### config.mk
export PLATFORM = sky130hd
export DESIGN_NAME = ssm_master
export DESIGN_NICKNAME = d
export VERILOG_FILES = /design/src/ssm_pkg.sv /design/src/ssm_master.sv /design/src/ssm_fifo.sv /design/src/ssm_clkdiv.sv
export VERILOG_INCLUDE_DIRS = /design/src
export SDC_FILE = /design/constraint.sdc
export NUM_CORES = 1
export LEC_CHECK = 0
export ABC_AREA = 0
export BUFFER_PORTS_ARGS = -buffer_cell sky130_fd_sc_hd__buf_2
export CORE_MARGIN = 3
export CORE_UTILIZATION = 40
export CTS_BUF_LIST = sky130_fd_sc_hd__clkbuf_4 sky130_fd_sc_hd__clkbuf_8
export DETAILED_ROUTE_END_ITERATION = 6
export GPL_ROUTABILITY_DRIVEN = 1
export PLACE_DENSITY = 0.57
export SETUP_SLACK_MARGIN = 0.1
export SLEW_MARGIN = 20
export SYNTH_ARGS = -nofsm -noshare
export SYNTH_HDL_FRONTEND = slang
export SYNTH_SLANG_ARGS = --single-unit
### constraint.sdc
create_clock -name REF_CLK -period 10.26 [get_ports REF_CLK]
set_clock_uncertainty 0.1 [all_clocks]
set_input_delay 0 -clock REF_CLK [delete_from_list [all_inputs] [get_ports REF_CLK]]
set_output_delay 0 -clock REF_CLK [all_outputs]
set_load 0.02 [all_outputs]
### src/ssm_map.svh
// Offsets-free constant map of the serial master channel.
// Assumes inclusion by bare name from every file that needs these figures.
`ifndef SSM_MAP_SVH
`define SSM_MAP_SVH
`define SSM_DATA_W 8
`define SSM_FIFO_DEPTH 16
`define SSM_CNT_W 23
`define SSM_HALF_MIN_SLOW 23'h00_0002
`define SSM_LAST_EDGE_SHORT 5'hd
`define SSM_LAST_EDGE_LONG 5'hf
`define SSM_SCK_IDLE_RST 1'b1
`define SSM_SO_IDLE 1'b1
`endif

### src/ssm_pkg.sv
// Types shared by the serial master channel and its clock divider.
// Assumes ssm_map.svh is available on the include path.
package ssm_pkg;
  typedef enum logic {SSM_IDLE, SSM_SHIFT} ssm_phase_t;

  typedef struct packed {
    logic en;
    logic stop_pend;
    logic rx_mode;
    logic len7;
    logic dap;
    logic ckp;
    logic lsb;
    logic isrc;
    logic fast;
    logic [3:0] pre;
    logic [6:0] div;
    logic [7:0] tx_buf;
    logic bfull;
    ssm_phase_t phase;
    logic [4:0] t;
    logic [7:0] sh;
    logic [7:0] rx;
    logic sck;
    logic so;
    logic ovf;
    logic irq;
    logic push;
    logic [7:0] push_data;
    logic rd_valid;
    logic [7:0] rd_data;
  } ssm_state_t;

  typedef struct packed {
    logic [22:0] cnt;
    logic tick;
  } ssm_div_st_t;
endpackage

### src/ssm_master.sv
// Serial master channel: clocked three-wire transmit or receive, with a
// single data buffer, interrupt pulse and a receive FIFO.
// Assumes all inputs are synchronous to REF_CLK; strobes last one cycle.
// Function
// Transmit mode drives its own serial clock and shifts data out on SO.
// Receive mode drives its own serial clock and captures SI data.
// Frames are seven or eight bits in both directions.
// Fastest clock is REF_CLK/2 on the fast channel, else REF_CLK/4.
// Slowest clock REF_CLK/(2*2^15*128) through prescaler and divider.
// Data phase 0 changes output at first edge; 1 presents half early.
// Data phase likewise moves input sampling half a period earlier.
// Polarity select 0 keeps serial clock plain, 1 inverts it.
// Each frame goes most or least significant bit first.
// Interrupt on transfer end (single) or buffer empty (continuous).
// Transmit mode never raises any error flag.
// Receive sets overflow when a frame arrives before the last was read; here only once the 16-entry receive FIFO is full.
// A data write while the buffer is full replaces the pending word.
// Software changes source select before the last transmit bit.
// Software changes source select before the last receive bit.
// After unit clock cut mid-stop, software waits then reinitialises.
// With the unit clock off, writes are ignored and state reads default.
// Stop trigger clears itself once the enable status reads zero.
// Serial clock rests at its idle level whenever no frame shifts.
// A received frame is stored and signalled at its last bit.
`timescale 1ns/10ps
`include "ssm_map.svh"
module ssm_master
  import ssm_pkg::*;
(
  input wire logic REF_CLK,
  input wire logic RESET,
  input wire logic UNIT_CLOCK_ENABLE,
  input wire logic CFG_WR,
  input wire logic CFG_RX_MODE,
  input wire logic CFG_SHORT_FRAME,
  input wire logic CFG_DATA_PHASE_SEL,
  input wire logic CFG_CLOCK_POLARITY_SEL,
  input wire logic CFG_LSB_FIRST,
  input wire logic CFG_INTERRUPT_SOURCE_SEL,
  input wire logic CFG_FAST_CHANNEL,
  input wire logic [3:0] CFG_PRESCALE,
  input wire logic [6:0] CFG_DIVIDER,
  input wire logic CHANNEL_START,
  input wire logic CHANNEL_STOP_TRIGGER,
  input wire logic DATA_WR,
  input wire logic [7:0] DATA_IN,
  input wire logic OVERFLOW_CLEAR,
  input wire logic RD_DATA_READY,
  input wire logic SI,
  output logic SCK,
  output logic SO,
  output logic CHANNEL_ENABLE_STATUS,
  output logic CHANNEL_STOP_PENDING,
  output logic BUFFER_FULL_FLAG,
  output logic OVERFLOW_FLAG,
  output logic CHAN_IRQ,
  output logic RD_DATA_VALID,
  output logic [7:0] RD_DATA
);
  ssm_state_t q;
  ssm_state_t d;
  logic tick;
  logic load_w;
  logic end_w;
  logic sub_rst;
  logic fifo_in_ready;
  logic fifo_out_valid;
  logic fifo_out_ready;
  logic [7:0] fifo_out_data;
  logic [4:0] e;
  logic [4:0] last;
  logic [7:0] rxn;
  logic [7:0] shn;
  logic [7:0] word;

  function automatic ssm_state_t rst_state();
    ssm_state_t s;
    s = '0;
    s.phase = SSM_IDLE;
    s.sck = `SSM_SCK_IDLE_RST;
    s.so = `SSM_SO_IDLE;
    rst_state = s;
  endfunction

  function automatic logic first_bit(input logic [7:0] v,
                                     input logic short_f,
                                     input logic lsb);
    first_bit = lsb ? v[0] : (short_f ? v[6] : v[7]);
  endfunction

  function automatic logic [7:0] shift_out(input logic [7:0] v,
                                           input logic lsb);
    shift_out = lsb ? {1'b0, v[7:1]} : {v[6:0], 1'b0};
  endfunction

  function automatic logic [7:0] shift_in(input logic [7:0] v,
                                          input logic b,
                                          input logic lsb);
    shift_in = lsb ? {b, v[7:1]} : {v[6:0], b};
  endfunction

  // Everything below the unit enable restarts when the unit clock is cut
  assign sub_rst = RESET || !UNIT_CLOCK_ENABLE;
  assign fifo_out_ready = !q.rd_valid || RD_DATA_READY;

  assign SCK = q.sck;
  assign SO = q.so;
  assign CHANNEL_ENABLE_STATUS = q.en;
  assign CHANNEL_STOP_PENDING = q.stop_pend;
  assign BUFFER_FULL_FLAG = q.bfull;
  assign OVERFLOW_FLAG = q.ovf;
  assign CHAN_IRQ = q.irq;
  assign RD_DATA_VALID = q.rd_valid;
  assign RD_DATA = q.rd_data;

  ssm_clkdiv u_div (
    .clk(REF_CLK),
    .rst(sub_rst),
    .run(q.phase == SSM_SHIFT && !q.stop_pend),
    .fast(q.fast),
    .pre(q.pre),
    .div(q.div),
    .tick(tick)
  );

  ssm_fifo #(
    .WIDTH(`SSM_DATA_W),
    .DEPTH(`SSM_FIFO_DEPTH)
  ) u_rx_fifo (
    .clk(REF_CLK),
    .rst(sub_rst),
    .in_valid(q.push),
    .in_ready(fifo_in_ready),
    .in_data(q.push_data),
    .out_valid(fifo_out_valid),
    .out_ready(fifo_out_ready),
    .out_data(fifo_out_data)
  );

  always_comb begin
    d = q;
    load_w = 1'b0;
    end_w = 1'b0;
    d.irq = 1'b0;
    d.push = 1'b0;
    rxn = q.rx;
    shn = q.sh;
    // Edge index: with data phase 1 the first tick is a half-period lead-in
    e = q.t - {4'h0, q.dap};
    last = q.len7 ? `SSM_LAST_EDGE_SHORT : `SSM_LAST_EDGE_LONG;
    if (CFG_WR) begin
      d.rx_mode = CFG_RX_MODE;
      d.len7 = CFG_SHORT_FRAME;
      d.dap = CFG_DATA_PHASE_SEL;
      d.ckp = CFG_CLOCK_POLARITY_SEL;
      d.lsb = CFG_LSB_FIRST;
      d.isrc = CFG_INTERRUPT_SOURCE_SEL;
      d.fast = CFG_FAST_CHANNEL;
      d.pre = CFG_PRESCALE;
      d.div = CFG_DIVIDER;
      if (CFG_RX_MODE) begin
        d.so = `SSM_SO_IDLE;
      end
    end
    if (OVERFLOW_CLEAR) begin
      d.ovf = 1'b0;
    end
    if (CHANNEL_START) begin
      d.en = 1'b1;
    end
    if (CHANNEL_STOP_TRIGGER) begin
      d.stop_pend = 1'b1;
    end
    if (DATA_WR) begin
      d.tx_buf = DATA_IN;
      d.bfull = 1'b1;
    end
    if (q.stop_pend) begin
      // Abort at once; the trigger drops when the status already reads 0
      d.en = 1'b0;
      d.phase = SSM_IDLE;
      if (!q.en) begin
        d.stop_pend = CHANNEL_STOP_TRIGGER;
      end
    end else if (q.phase == SSM_SHIFT && tick) begin
      d.t = q.t + 5'h01;
      if (!(q.dap && q.t == 5'h00)) begin
        d.sck = ~q.sck;
        if (!e[0] == q.dap) begin
          // Phase 1 samples on leading edges, phase 0 on trailing ones
          rxn = shift_in(q.rx, SI, q.lsb);
          d.rx = rxn;
        end else if (!q.rx_mode) begin
          if (e != 5'h00) begin
            shn = shift_out(q.sh, q.lsb);
          end
          d.sh = shn;
          d.so = first_bit(shn, q.len7, q.lsb);
        end
        if (e == last) begin
          end_w = 1'b1;
        end
      end
    end
    word = q.len7 ? (q.lsb ? {1'b0, rxn[7:1]} : {1'b0, rxn[6:0]}) : rxn;
    if (end_w) begin
      d.phase = SSM_IDLE;
      if (!q.isrc) begin
        d.irq = 1'b1;
      end
      if (q.rx_mode) begin
        d.push_data = word;
        // A full receive path cannot hold this frame: it is lost
        if (fifo_in_ready) begin
          d.push = 1'b1;
        end else begin
          d.ovf = 1'b1;
        end
      end
    end
    if (q.en && !q.stop_pend && q.bfull &&
        (q.phase == SSM_IDLE || end_w)) begin
      load_w = 1'b1;
      d.phase = SSM_SHIFT;
      d.t = 5'h00;
      d.sh = q.tx_buf;
      d.rx = 8'h00;
      // A write in the same cycle refills the buffer behind the load
      d.bfull = DATA_WR;
      if (q.isrc) begin
        d.irq = 1'b1;
      end
      if (q.dap && !q.rx_mode) begin
        d.so = first_bit(q.tx_buf, q.len7, q.lsb);
      end
    end
    if (fifo_out_ready) begin
      d.rd_valid = fifo_out_valid;
      d.rd_data = fifo_out_data;
    end
    if (d.phase == SSM_IDLE) begin
      d.sck = ~d.ckp;
    end
    if (!UNIT_CLOCK_ENABLE) begin
      d = rst_state();
    end
  end

  always_ff @(posedge REF_CLK) begin
    if (RESET) begin
      q <= rst_state();
    end else begin
      q <= d;
    end
  end
endmodule

### src/ssm_fifo.sv
// Synchronous FIFO with valid/ready on both sides, width and depth set
// by parameters. Assumes one clock and a synchronous active-high reset.
`timescale 1ns/10ps
module ssm_fifo #(
  parameter int WIDTH = 8,
  parameter int DEPTH = 16
) (
  input wire logic clk,
  input wire logic rst,
  input wire logic in_valid,
  output logic in_ready,
  input wire logic [WIDTH-1:0] in_data,
  output logic out_valid,
  input wire logic out_ready,
  output logic [WIDTH-1:0] out_data
);
  localparam int AW = $clog2(DEPTH);
  localparam logic [AW:0] DEP = (AW+1)'(DEPTH);

  typedef struct packed {
    logic [DEPTH-1:0][WIDTH-1:0] mem;
    logic [AW:0] cnt;
    logic [AW-1:0] rp;
    logic [AW-1:0] wp;
  } ssm_fifo_st_t;

  ssm_fifo_st_t q;
  ssm_fifo_st_t d;
  logic push;
  logic pop;

  assign in_ready = (q.cnt != DEP);
  assign out_valid = (q.cnt != '0);
  assign out_data = q.mem[q.rp];
  assign push = in_valid && in_ready;
  assign pop = out_valid && out_ready;

  always_comb begin
    d = q;
    if (push) begin
      d.mem[q.wp] = in_data;
      d.wp = q.wp + 1'b1;
    end
    if (pop) begin
      d.rp = q.rp + 1'b1;
    end
    if (push && !pop) begin
      d.cnt = q.cnt + 1'b1;
    end else if (pop && !push) begin
      d.cnt = q.cnt - 1'b1;
    end
  end

  always_ff @(posedge clk) begin
    if (rst) begin
      q <= '0;
    end else begin
      q <= d;
    end
  end
endmodule

### src/ssm_clkdiv.sv
// Half-period tick generator for the serial clock: prescaler times divider.
// Assumes run stays high for the whole of a frame or burst of frames.
`timescale 1ns/10ps
`include "ssm_map.svh"
module ssm_clkdiv
  import ssm_pkg::*;
(
  input wire logic clk,
  input wire logic rst,
  input wire logic run,
  input wire logic fast,
  input wire logic [3:0] pre,
  input wire logic [6:0] div,
  output logic tick
);
  ssm_div_st_t q;
  ssm_div_st_t d;
  logic [22:0] half;

  assign tick = q.tick;

  always_comb begin
    d = q;
    // Half period is (div+1) * 2^pre cycles, up to 2^22 at the slow end
    half = ({16'h0000, div} + 23'h00_0001) << pre;
    // Only the fast channel may toggle every cycle
    if (!fast && half < `SSM_HALF_MIN_SLOW) begin
      half = `SSM_HALF_MIN_SLOW;
    end
    if (!run) begin
      d.cnt = '0;
      d.tick = 1'b0;
    end else if (q.cnt >= half - 23'h00_0001) begin
      d.cnt = '0;
      d.tick = 1'b1;
    end else begin
      d.cnt = q.cnt + 23'h00_0001;
      d.tick = 1'b0;
    end
  end

  always_ff @(posedge clk) begin
    if (rst) begin
      q <= '0;
    end else begin
      q <= d;
    end
  end
endmodule

Word level (Yosys, flattened, before mapping)
Index checks and enable logic that the tools add are counted.
- bits in read-only memories: 0
- output and inout bits: 16
- bits of input ports: 36
- logic and storage cells: 180
- flip-flop bits (word level): 238
- latch bits: 0
- memories kept: 0
- bits in writable memories: 0
- add/sub/neg operators: 9
- $lt $le $gt $ge: 5
- shifts and indexed selects: 1
- reduce and logical (&&, ||, !) cells: 43
- multiplexer cells: 56
- bitwise gates (word level): 9
- equality and inequality tests: 10
- div/mod/pow operators: 0
- $mul: 0
- operator list (operator ; number):
    bitwise mux 128 bit ; 1
    2-to-1 mux 8 bit ; 12
    2-to-1 mux 23 bit ; 4
    binary-select mux 8 bit (select 4 bit) ; 1
    demux 8 bit (select 4 bit) ; 1
    2-to-1 mux 1 bit ; 29
    adder 23 x 1 -> 23 bit, second input constant ; 1
    >= comparator 23 bit ; 1
    < comparator 23 x 2 -> 1 bit, second input constant ; 1
    << shifter 23 x 4 -> 23 bit ; 1
    subtractor 23 x 1 -> 23 bit, second input constant ; 1
    2-to-1 mux 18 bit ; 1
    2-to-1 mux 15 bit ; 1
    logical AND 1 bit ; 13
    2-to-1 mux 11 bit ; 1
    adder 5 x 1 -> 5 bit, second input constant ; 2
    < comparator 4 x 5 -> 1 bit, second input constant ; 2
    2-to-1 mux 5 bit ; 2
    nonzero test 5 bit ; 2
    2-to-1 mux 9 bit ; 1
    inverter 1 bit ; 9
    OR reduction 3 bit ; 3
    adder 4 x 1 -> 4 bit, second input constant ; 2
    adder 7 x 1 -> 8 bit, second input constant ; 1
    other kinds (20) ; 40

Logic depth before layout (Yosys ltp)
Gate-level depths: netlist of run 1.
- word-level depth: 13
- gate-level depth with buffers: 29
- gate-level depth less buffers: 25

Cells and area by module
From an unflattened synthesis of run 1, not the netlist that was laid out.
- cells, all modules: 1395
- area, all modules: 13469.2 µm²
- by module, submodules not included (module ; seq. area each (µm²) ; instances ; cells an instance ; area an instance (µm²)):
    ssm_fifo ; 2822.7 ; 1 ; 590 ; 6621.4
    ssm_master ; 1461.4 ; 1 ; 392 ; 3493.4
    ssm_clkdiv ; 480.5 ; 1 ; 413 ; 3354.5

Worst setup path after synthesis of run 1
No wires, ideal clock.
- path kind: register to register
- from: reg q[54] (netlist bit)
- to: reg u_div.q[15] (netlist bit)
- buffers on the path: 3
- setup time: 0.128 ns
- clock period less this slack: 6.130 ns
- data required time: 10.032 ns
- setup slack: 4.130 ns
- stages on the path, launching flop included: 29
- arrival time: 5.902 ns
- cells stage by stage: dfxtp_1 -> ha_1 -> and4_2 -> a211oi_1 -> o21a_1 -> a21oi_1 -> o2bb2ai_1 -> a2111o_1 -> or2_4 -> or3_1 -> buf_2 -> nand3_1 -> ha_1 -> clkbuf_1 -> nand4_1 -> or2_2 -> nor2_1 -> nand2_1 -> xnor2_1 -> ha_1 -> nand4_1 -> nor4_1 -> nor3_1 -> o211ai_1 -> o21ai_0 -> a221o_1 -> nand3_1 -> clkbuf_1 -> nor2_1
- cells in the longest elaborated chain, start to end: 8
- RTL lines (item ; line ; source):
    start: declaration ; ssm_master.sv:60 ; ssm_state_t q;
    start signal: assignment ; ssm_master.sv:251 ; q <= rst_state();
    adder 7 x 1 -> 8 bit (*) ; ssm_clkdiv.sv:25 ; half = ({16'h0000, div} + 23'h00_0001) << pre;
    << shifter 23 x 4 -> 23 bit (*) ; ssm_clkdiv.sv:25 ;
    < comparator 23 x 2 -> 1 bit (no source line) ; -- ;
    logical AND 1 bit (no source line) ; -- ;
    2-to-1 mux 23 bit (*) ; ssm_clkdiv.sv:27 ; if (!fast && half < `SSM_HALF_MIN_SLOW) begin
    subtractor 23 x 1 -> 23 bit (*) ; ssm_clkdiv.sv:33 ; end else if (q.cnt >= half - 23'h00_0001) begin
    >= comparator 23 bit (*) ; ssm_clkdiv.sv:33 ;
    OR reduction 3 bit (no source line) (*) ; -- ;
    end signal: assignment ; ssm_clkdiv.sv:44 ; q <= '0;
    end signal: assignment ; ssm_clkdiv.sv:46 ; q <= d;
    end: declaration ; ssm_clkdiv.sv:16 ; ssm_div_st_t q;
Mark *: on every way between the ends. The rest lies on a longest branch, timed or not.
A chain may end at the register's enable or synchronous reset.

Worst setup path in the final report of run 1
- from: reg q[61] (netlist bit)
- to: reg u_div.q[10] (netlist bit)
- cells in the longest elaborated chain, start to end: 7
- RTL lines (item ; line):
    << shifter 23 x 4 -> 23 bit (*) ; ssm_clkdiv.sv:25
    < comparator 23 x 2 -> 1 bit (no source line) ; --
    logical AND 1 bit (no source line) ; --
    2-to-1 mux 23 bit (*) ; ssm_clkdiv.sv:27
    subtractor 23 x 1 -> 23 bit (*) ; ssm_clkdiv.sv:33
    >= comparator 23 bit (*) ; ssm_clkdiv.sv:33
    OR reduction 3 bit (no source line) (*) ; --
Marked as above.

==> results.tsv, run 1 <==
stage	metric	value	unit
status	run status	finished, final reports clean	
final_layout	final cell count without fillers	1847	
global_route	met1 GRT Util	24.04	%
clock_network	Sink Count	238	
power_and_ir_drop	Sequential Power Share	44.4	%
power_and_ir_drop	clock share of power	43.8	%
clock_network	Worst-Skew Late Latency	0.57	ns
clock_network	CTS clock-pin slew for the worst setup and hold paths	0.06	ns
synthesis	cells after synthesis	1368	
timing	fin. max-slew vios	0	
place	detailed-placement wirelength estimate	19970	µm
power_and_ir_drop	PwrDens	149.5	nW/µm²
final_layout	# nets final	1497	
floorplan	io pins	52	
final_layout	layout cells sized above 1	14.33	%
worst_setup_path	CP arrival	7.81	ns
place	RePlAce Congestion	0.8936	
synthesis	Mapped Avg Cell Area	9.111	µm²
final_layout	fillers	2946	
global_route	number of global-route vias before repair	9957	
clock_network	clk buf depth	3	
timing	worst hold slack	0.1126	ns
place	placed insts	1712	
synthesis	Syn Nets	1444	
power_and_ir_drop	LEAKAGE	6.072	nW
place	IO buf count	51	
synthesis	top cells by area, synth	dfxtp_1 (38%), mux2i_1 (14%), nor2_1 (8.8%)	
clock_network	H-tree depth	2	
global_route	largest net degree at the start of global routing	104	
routing	DRT antenna net count	0	
timing	Worst Max-Slew Pin Slew	1.087	ns
synthesis	register area share after synthesis	38.23	%
power_and_ir_drop	Sw Share	26.15	%
floorplan	starting density of the core	40.64	%
timing	Final Hold Vio Count	0	
run	Max Cap Viol	0	
global_route	first-pass GRT wire length	51140	µm
worst_setup_path	Crit path required time	10.55	ns
clock_network	Root Driver	clkbuf_8	
clock_network	post-cts resize count	0	
global_route	met2 GRT Util	31.68	%
clock_network	post-CTS setup buffer count	0	
routing	wire per inst	16.70	µm
global_route	met3 usage	3.428	%
floorplan	Die ar.	33320	µm²
routing	iteration count of the initial detailed-routing pass	5	
floorplan	core box area	30670	µm²
power_and_ir_drop	sw power	560.0	µW
place	Placement Setup Slack	2.869	ns
final_layout	Final Util	46.71	%
global_route	total gr overflow	0	
timing	setup ws final	2.739	ns
floorplan	Die Y-Extent	182.5	µm
worst_setup_path	Max FO, Critical Path	23	
synthesis	Yosys warning total	0	
worst_setup_path	Setup crit end kind	flip-flop	
global_route	total track usage	18.57	%
routing	drt total wl	30850	µm
routing	initial detailed-routing violation count	659	
synthesis	synth unique cells	80	
synthesis	area leader, netlist	dfxtp_1	
routing	vias per cell	5.393	
floorplan	die width	182.5	µm
routing	Vias	9960	
timing	fmax	133.0	MHz
floorplan	site row count	64	
timing	Tcrit/Tclk final	73.30	%
synthesis	Yosys top cell area share	38.23	%
final_layout	Area Overhead vs Synth	14.94	%
timing	fin crit period	7.521	ns
power_and_ir_drop	total power	2.141	mW
timing	final setup fails	0	
worst_setup_path	Startpoint Class	flip-flop	
routing	drt drc	0	
final_layout	multi-input logic area	7157	µm²
worst_hold_path	Hold Path Class	in -> reg	
synthesis	synthesized flop and latch total	238	
power_and_ir_drop	combinational share of power	11.7	%
final_layout	Finished Cell Area	14330	µm²
synthesis	FFs w/ async S/R, synth	0	%
synthesis	Top FF cell, synth	dfxtp_1	
synthesis	commonest cells in the netlist	nor2_1 (291), dfxtp_1 (238), mux2i_1 (172)	
synthesis	Post-synth EDFFs	0	
clock_network	total CTS buffers	43	
synthesis	most frequent cell after synthesis	nor2_1	
clock_network	Post-CTS Hold Buffers	60	
worst_setup_path	critical path class	reg -> reg	
global_route	busiest layer in global routing	met2	
place	placed inst area	12810	µm²
power_and_ir_drop	internal power	1.581	mW
final_layout	n_diodes	0	
final_layout	Seq. cell area	4766	µm²
power_and_ir_drop	maximum vdd drop	0.08880	mV
global_route	initial antenna violation count	0	
synthesis	mapped cell area	12460	µm²
timing	RSZ-0062 raised after global routing	false	
timing	Slew headroom	27.56	%
clock_network	CTS tree	done	
timing	setup tns final	0	ns
area by class of cell:
cell class              count  share of cell area, %
multi-input cells        1000                  49.96
flip-flops and latches    238                  33.27
repair buffers            120                  6.445
clock buffers              65                  5.633
well taps                 396                  3.459
clock inverters            10                 0.7686
inverters                  18                 0.4716
worst max-delay path, stage by stage (launching register included):
cell and delay (ns):
dfxtp_1 0.76, inv_1 0.40, o221a_2 0.44, a21boi_2 0.46, a21oi_1 0.17, a2111o_1 0.50, or2_4 0.28, or3_1 0.47
nand3_1 0.16, ha_1 0.32, nand4_1 0.17, or2_2 0.38, nor2_1 0.20, nand2_1 0.09, xnor2_1 0.13, ha_1 0.33
nand4_1 0.15, nor4_1 0.33, nor3_1 0.08, o211ai_1 0.10, o21ai_0 0.16, a221o_1 0.36, nand3_1 0.66, nor2_1 0.12
power groups by stage:
stage	clock network, mW	registers [mW]	logic [mW]
6_report	0.939	0.952	0.251
5_1_grt	1.01	0.953	0.280
4_1_cts	0.970	0.952	0.250
3_5_place_dp	0	0.972	0.230
3_3_place_gp	0	0.971	0.228
2_1_floorplan	0	0.962	0.187
cells in the final DEF (no fill, tap or decap), types with 3 or more instances in the layout:
cell type,n
nor2_1,291
dfxtp_1,237
mux2i_1,172
a21oi_1,86
nand2_1,67
dlygate4sd3_1,60
clkbuf_8,51
buf_2,51
mux4_2,40
ha_1,39
xor2_1,37
nand3_1,32
nor3_1,27
o21ai_0,22
nand4_1,21
xnor2_1,21
inv_1,17
clkbuf_4,14
a21o_1,9
nor2b_1,9
buf_4,9
nor4_1,8
o21a_1,8
and3_1,8
nand2b_1,6
or3_1,5
a211oi_1,5
o211ai_1,5
and2_1,4
or2_2,4
clkinv_2,4
or4_1,3
a31oi_1,3
nand3b_1,3
o2bb2ai_1,3
sequential cells by signal (all words and copies together) (netlist names), 8 cells and up:
register	flops
u_div.q	23
RD_DATA	8
u_rx_fifo.q	141
q	57
path summary, 6_finish.rpt:
path / from / end / slack, ns / cells past startpoint
max: q[61] / u_div.q[10] / 2.74 / 23
min: CHANNEL_STOP_TRIGGER / CHANNEL_STOP_PENDING / 0.11 / 4
max reg2reg: q[61] / u_div.q[10] / 2.74 / 23
min reg2reg: RD_DATA[4] / RD_DATA[4] / 0.35 / 2
layer usage:
metal	wire [µm]	vias to the layer above
met5	0	-
li1	-	4908
met1	14060	4816
met4	702	0
met2	14770	180
met3	1317	56
cells by family (layout without fill, tap and decap cells):
| kind of cell | count (synthesis) | count (layout) | share of synthesized area, % |
|---|---|---|---|
| AOI/OAI and AO/OA | 185 | 185 | 10.11 |
| muxes | 213 | 213 | 21.13 |
| and+or+nand+nor | 504 | 504 | 17.93 |
| xor gates and xnor gates | 58 | 58 | 4.076 |
| adders and majority gates | 40 | 40 | 4.076 |
| DFF | 238 | 238 | 38.23 |
| buffers and inverters | 130 | 213 | 4.457 |
Power figures use the tool's default switching activity.
==> inputs of run 2 (changes only) <==
--- a/config.mk
+++ b/config.mk
@@ -13,7 +13,7 @@
 export CTS_BUF_LIST = sky130_fd_sc_hd__clkbuf_4 sky130_fd_sc_hd__clkbuf_8
 export DETAILED_ROUTE_END_ITERATION = 6
 export GPL_ROUTABILITY_DRIVEN = 1
-export PLACE_DENSITY = 0.57
+export PLACE_DENSITY = 0.59
 export SETUP_SLACK_MARGIN = 0.1
 export SLEW_MARGIN = 20
 export SYNTH_ARGS = -nofsm -noshare
==> constraint.sdc (replaced) <==
create_clock -name REF_CLK -period 6.3 [get_ports REF_CLK]
set_clock_uncertainty 0.1 [all_clocks]
set_input_delay 0 -clock REF_CLK [delete_from_list [all_inputs] [get_ports REF_CLK]]
set_output_delay 0 -clock REF_CLK [all_outputs]
set_load 0.02 [all_outputs]
==> results.tsv, run 2 (synthesis results as in run 1) <==
stage	metric	value	unit
power_and_ir_drop	PwrDens	244.3	nW/µm²
timing	final setup fails	0	
place	RePlAce Congestion	0.8905	
final_layout	most frequent cells in the layout	nor2_1 (289), dfxtp_1 (233), mux2i_1 (172)	
floorplan	Die ar.	33320	µm²
global_route	busiest layer in global routing	met2	
final_layout	largest register by flop count	u_rx_fifo.q	
worst_setup_path	Setup crit end kind	flip-flop	
routing	drt drc	0	
routing	DRT antenna net count	0	
routing	wire per inst	16.50	µm
floorplan	Die Y-Extent	182.5	µm
run	Max Cap Viol	0	
routing	Vias	10010	
timing	setup tns final	0	ns
global_route	met3 usage	3.010	%
routing	iteration count of the initial detailed-routing pass	5	
global_route	initial antenna violation count	0	
final_layout	Finished Cell Area	14640	µm²
routing	initial detailed-routing violation count	588	
clock_network	Sink Count	238	
clock_network	total CTS buffers	43	
timing	fmax	170.9	MHz
global_route	number of global-route vias before repair	9745	
worst_setup_path	Startpoint Class	flip-flop	
clock_network	CTS tree	done	
global_route	largest net degree at the start of global routing	82	
timing	Final Hold Vio Count	0	
clock_network	Root Driver	clkbuf_8	
floorplan	die width	182.5	µm
clock_network	Worst-Skew Late Latency	0.58	ns
global_route	met2 GRT Util	31.34	%
global_route	met1 GRT Util	23.70	%
final_layout	layout cells sized above 1	16.86	%
floorplan	site row count	64	
status	run status	finished, final reports clean	
timing	worst hold slack	0.1132	ns
clock_network	clk buf depth	3	
final_layout	final cell count without fillers	1873	
timing	Slew headroom	36.76	%
place	placed insts	1734	
final_layout	n_diodes	0	
floorplan	starting density of the core	40.64	%
power_and_ir_drop	total power	3.576	mW
timing	Tcrit/Tclk final	92.89	%
clock_network	CTS clock-pin slew for the worst setup and hold paths	0.06	ns
worst_hold_path	hold path depth	4	
routing	drt total wl	30900	µm
worst_setup_path	Reg2Reg Depth	26	
floorplan	io pins	52	
place	placed inst area	12970	µm²
final_layout	Largest register FFs	141	
clock_network	H-tree depth	2	
power_and_ir_drop	maximum vdd drop	0.1077	mV
power_and_ir_drop	LEAKAGE	6.225	nW
global_route	total track usage	18.42	%
timing	fin crit period	5.852	ns
worst_setup_path	Max FO, Critical Path	23	
global_route	first-pass GRT wire length	50560	µm
place	IO buf count	51	
timing	fin. max-slew vios	0	
final_layout	# nets final	1520	
timing	Worst Max-Slew Pin Slew	0.9485	ns
timing	RSZ-0062 raised after global routing	false	
worst_setup_path	critical path class	reg -> reg	
global_route	total gr overflow	0	
final_layout	top flop regs	u_rx_fifo.q: 141 flops, q: 57 flops, u_div.q: 23 flops	
worst_hold_path	Hold Path Class	in -> reg	
routing	vias per cell	5.343	
floorplan	core box area	30670	µm²
worst_setup_path	Crit path required time	6.65	ns
final_layout	most common cell after layout, fill and taps aside	nor2_1	
place	detailed-placement wirelength estimate	20100	µm
worst_setup_path	CP arrival	6.20	ns
final_layout	Area Overhead vs Synth	17.42	%
-- run 2: cell types whose count changed in the layout (fill, tap and decap cells not counted), sizes merged --
cell | previous run | this run
inv | 18 | 20
clkbuf | 65 | 71
buf | 60 | 83
clkinv | 8 | 3
-- run 2: final timing paths --
path | slack [ns] | endpoint | from
hold reg to reg | 0.35 | RD_DATA[2] | RD_DATA[2]
hold / removal | 0.11 | CHANNEL_STOP_PENDING | CHANNEL_STOP_TRIGGER
setup / recovery | 0.45 | u_div.q[19] | q[54]
setup reg to reg | 0.45 | u_div.q[19] | q[54]
-- run 2: through the flow --
stage / util, % / setup WS (ns)
3_3_place_gp: 42.30 / 0.04684
6_report: 47.72 / 0.4477
5_1_grt: 47.72 / 0.1628
3_5_place_dp: 42.30 / -0.1882
4_1_cts: 47.50 / 0.1416
2_1_floorplan: - / 0.1705
-- run 2: power breakdown --
group          total [mW]  switching, mW  internal (mW)
Sequential           1.54         0.0179           1.52
Combinational       0.439          0.240          0.199
Clock                1.60          0.655          0.942
-- run 2: layer usage --
layer  share of wire (%)  vias to the layer above
li1                    -                     4947
met1                  46                     4817
met2                  48                      183
met3                 3.6                       60
met4                 2.6                        0
met5                   0                        -
-- run 2: final cells by class --
type	instances	area, µm²
Fill cell	2913	16030
Multi-Input combinational cell	1000	7214
Sequential cell	238	4773
Timing Repair Buffer	143	1109
Clock buffer	71	889.6
Tap cell	396	495.5
Clock inverter	7	86.33
Inverter	18	67.56
-- run 2: critical path, cell delays in order (launching register included) --
cell	delay (ns)
dfxtp_4	0.38
ha_2	0.22
and4_2	0.30
a21oi_1	0.13
o21ai_2	0.25
nand2_1	0.09
o31a_1	0.26
a2111o_1	0.45
or2_4	0.28
or3_4	0.41
nand3_1	0.16
ha_4	0.19
nand4_1	0.13
or2_4	0.32
nor2_2	0.16
nand2_1	0.09
xnor2_1	0.13
ha_1	0.31
nand4_1	0.13
nor4_2	0.27
nor3_1	0.07
o211ai_1	0.08
o21ai_0	0.13
a221o_1	0.34
nand3_1	0.13
buf_12	0.17
nor2_1	0.06
-- run 2: what timing repair did --
action,CTS,global route
hold endpoints to repair,47,0
setup buffers,0,1
setup endpoints to repair,23,24
gates resized for setup,6,18
pin swaps,0,5
hold buffers,60,0
==> inputs of run 3 (changes only) <==
--- a/config.mk
+++ b/config.mk
@@ -7,13 +7,13 @@
 export NUM_CORES = 1
 export LEC_CHECK = 0
 export ABC_AREA = 0
-export BUFFER_PORTS_ARGS = -buffer_cell sky130_fd_sc_hd__buf_2
 export CORE_MARGIN = 3
-export CORE_UTILIZATION = 40
+export CORE_UTILIZATION = 45
 export CTS_BUF_LIST = sky130_fd_sc_hd__clkbuf_4 sky130_fd_sc_hd__clkbuf_8
 export DETAILED_ROUTE_END_ITERATION = 6
+export DONT_BUFFER_PORTS = 1
 export GPL_ROUTABILITY_DRIVEN = 1
-export PLACE_DENSITY = 0.59
+export PLACE_DENSITY = 0.63
 export SETUP_SLACK_MARGIN = 0.1
 export SLEW_MARGIN = 20
 export SYNTH_ARGS = -nofsm -noshare
==> results.tsv, run 3 (synthesis results as in run 1) <==
stage	metric	value	unit
worst_setup_path	reg2reg start	q[60]	
power_and_ir_drop	Sequential Power Share	44.2	%
routing	DRT antenna net count	0	
timing	RSZ-0062 raised after global routing	false	
floorplan	io pins	52	
global_route	largest net degree at the start of global routing	113	
worst_setup_path	critical path class	reg -> reg	
worst_setup_path	Worst path max stage delay	0.58	ns
global_route	first-pass GRT wire length	48650	µm
timing	fmax	170.3	MHz
power_and_ir_drop	clock share of power	44.2	%
clock_network	CTS tree	done	
global_route	number of global-route vias before repair	9263	
routing	Vias	9824	
worst_setup_path	CP arrival	6.21	ns
clock_network	CTS clock-pin slew for the worst setup and hold paths	0.06	ns
timing	fin. max-slew vios	0	
power_and_ir_drop	maximum vdd drop	0.1346	mV
place	placed inst area	12680	µm²
worst_setup_path	worst r2r dst	u_div.q[10]	
status	run status	finished, final reports clean	
clock_network	Root Driver	clkbuf_8	
floorplan	die width	172.4	µm
worst_setup_path	Startpoint Class	flip-flop	
place	RePlAce Congestion	0.8549	
worst_setup_path	Max FO, Critical Path	23	
worst_setup_path	crit path cell chain	clkinv_1 > nor3_1 > or3b_2 > o2bb2ai_1 > a2111o_1 > or2_4 > or3_4 > nand3_2 > ha_4 > nand4_1 > or2_4 > nor2_2 > nand2_1 > xnor2_1 > ha_1 > nand4_1 > nor4_2 > nor3_1 > o211ai_1 > o21ai_0 > a221o_1 > nand3_1 > buf_8 > nor2_1	
worst_setup_path	CP bufs+invs	2	
routing	drt total wl	29870	µm
floorplan	starting density of the core	45.99	%
worst_setup_path	Crit. Startpoint	q[60]	
floorplan	Die Y-Extent	172.4	µm
final_layout	top flop regs	u_rx_fifo.q: 141 flops, q: 57 flops, u_div.q: 23 flops	
timing	Worst Max-Slew Pin Slew	0.9992	ns
power_and_ir_drop	PwrDens	245.7	nW/µm²
timing	setup ws final	0.4288	ns
final_layout	Area Overhead vs Synth	14.31	%
place	IO buf count	0	
global_route	initial antenna violation count	0	
worst_setup_path	Setup crit end kind	flip-flop	
worst_setup_path	WP depth	24	
routing	drt drc	0	
global_route	total gr overflow	0	
clock_network	Worst-Skew Late Latency	0.59	ns
power_and_ir_drop	sw power	898.6	µW
final_layout	# nets final	1461	
clock_network	clk buf depth	3	
final_layout	Largest register FFs	141	
final_layout	Finished Cell Area	14250	µm²
clock_network	post-CTS setup buffer count	0	
final_layout	final cell count without fillers	1787	
final_layout	layout cells sized above 1	13.57	%
worst_setup_path	crit path capture	u_div.q[10]	
final_layout	most frequent cells in the layout	nor2_1 (290), dfxtp_1 (234), mux2i_1 (171)	
routing	vias per cell	5.497	
routing	iteration count of the initial detailed-routing pass	5	
worst_setup_path	Worst path slowest cell	dfxtp_1	
floorplan	core box area	27100	µm²
routing	initial detailed-routing violation count	840	
worst_setup_path	Reg2Reg Depth	24	
worst_setup_path	delay-heaviest family, CP	simple AND/OR/NAND/NOR gates	
worst_setup_path	Crit path required time	6.64	ns
power_and_ir_drop	LEAKAGE	5.947	nW
timing	Tcrit/Tclk final	93.19	%
place	placed insts	1658	
place	Placement Setup Slack	-0.09029	ns
timing	fin crit period	5.871	ns
power_and_ir_drop	combinational share of power	11.6	%
floorplan	Die ar.	29730	µm²
timing	Slew headroom	33.39	%
clock_network	Sink Count	238	
floorplan	site row count	60	
final_layout	largest register by flop count	u_rx_fifo.q	
power_and_ir_drop	Sw Share	25.67	%
timing	worst hold slack	0.04929	ns
routing	wire per inst	16.71	µm
clock_network	total CTS buffers	42	
worst_setup_path	R2R setup slack	0.43	ns
timing	final setup fails	0	
final_layout	n_diodes	0	
power_and_ir_drop	internal power	2.603	mW
global_route	total track usage	20.10	%
timing	Final Hold Vio Count	0	
final_layout	most common cell after layout, fill and taps aside	nor2_1	
worst_hold_path	Hold Path Class	in -> reg	
place	detailed-placement wirelength estimate	19300	µm
clock_network	H-tree depth	2	
run	Max Cap Viol	0	
## run 3: cell count changes in the layout (fill, tap and decap cells not counted), moves of 3 or more
cell / previous run / this run
clkbuf_8: 57 / 53
dlygate4sd3_1: 60 / 55
buf_2: 51 / 0
buf_4: 31 / 28
## run 3: how the worst min path moves through the flow
stage,startpoint,to,slack (ns),depth (start not counted)
after floorplan,CHANNEL_STOP_TRIGGER,CHANNEL_STOP_PENDING,0.02,2
after global placement,DATA_WR,BUFFER_FULL_FLAG,0.02,2
after detailed placement,CHANNEL_STOP_TRIGGER,CHANNEL_STOP_PENDING,0.03,2
after CTS,DATA_IN[5],q[50],0.02,3
after global routing,DATA_IN[6],q[51],0.04,3
final,DATA_IN[4],q[49],0.05,3
## run 3: layout make-up
type                            count  area [µm²]
Tap cell                          372       465.4
Timing Repair Buffer               85       787.0
Fill cell                        2468       12850
Multi-Input combinational cell   1000        7231
Clock buffer                       68       842.1
Clock inverter                      6       86.33
Inverter                           18       67.56
Sequential cell                   238        4770
## run 3: power groups by stage
stage / Sequential [mW] / Clock (mW) / Combinational (mW)
2_1_floorplan: 1.57 / 0 / 0.305
3_3_place_gp: 1.58 / 0 / 0.361
3_5_place_dp: 1.58 / 0 / 0.363
4_1_cts: 1.55 / 1.59 / 0.397
5_1_grt: 1.55 / 1.65 / 0.453
6_report: 1.55 / 1.55 / 0.408
## run 3: repair_timing
action / 4_1_cts / 5_1_grt
hold buffers: 55 / 0
endpoints found under the hold margin: 75 / 0
gates resized for setup: 6 / 16
setup endpoints to repair: 23 / 24
## run 3: worst min-delay path, cell delays in order
cell	delay (ns)
dlygate4sd3_1	0.52
mux2i_1	0.06
nor2_1	0.08
## run 3: through the flow
step / utilization, % / TNS (ns) / total power [mW]
3_5_place_dp: 46.79 / -1.657 / 1.943
3_3_place_gp: 46.79 / 0 / 1.940
2_1_floorplan: - / 0 / 1.872
6_report: 52.58 / 0 / 3.501
4_1_cts: 52.30 / 0 / 3.536
5_1_grt: 52.58 / 0 / 3.656
## run 3: layer usage
metal	vias up	GRT usage (%)	share of wire, %	wire length (µm)
met1	4725	27.34	46	13640
met4	0	5.658	1.9	557
met5	-	0	0	0
li1	4837	-	-	-
met3	43	2.995	4.7	1408
met2	219	33.38	48	14260
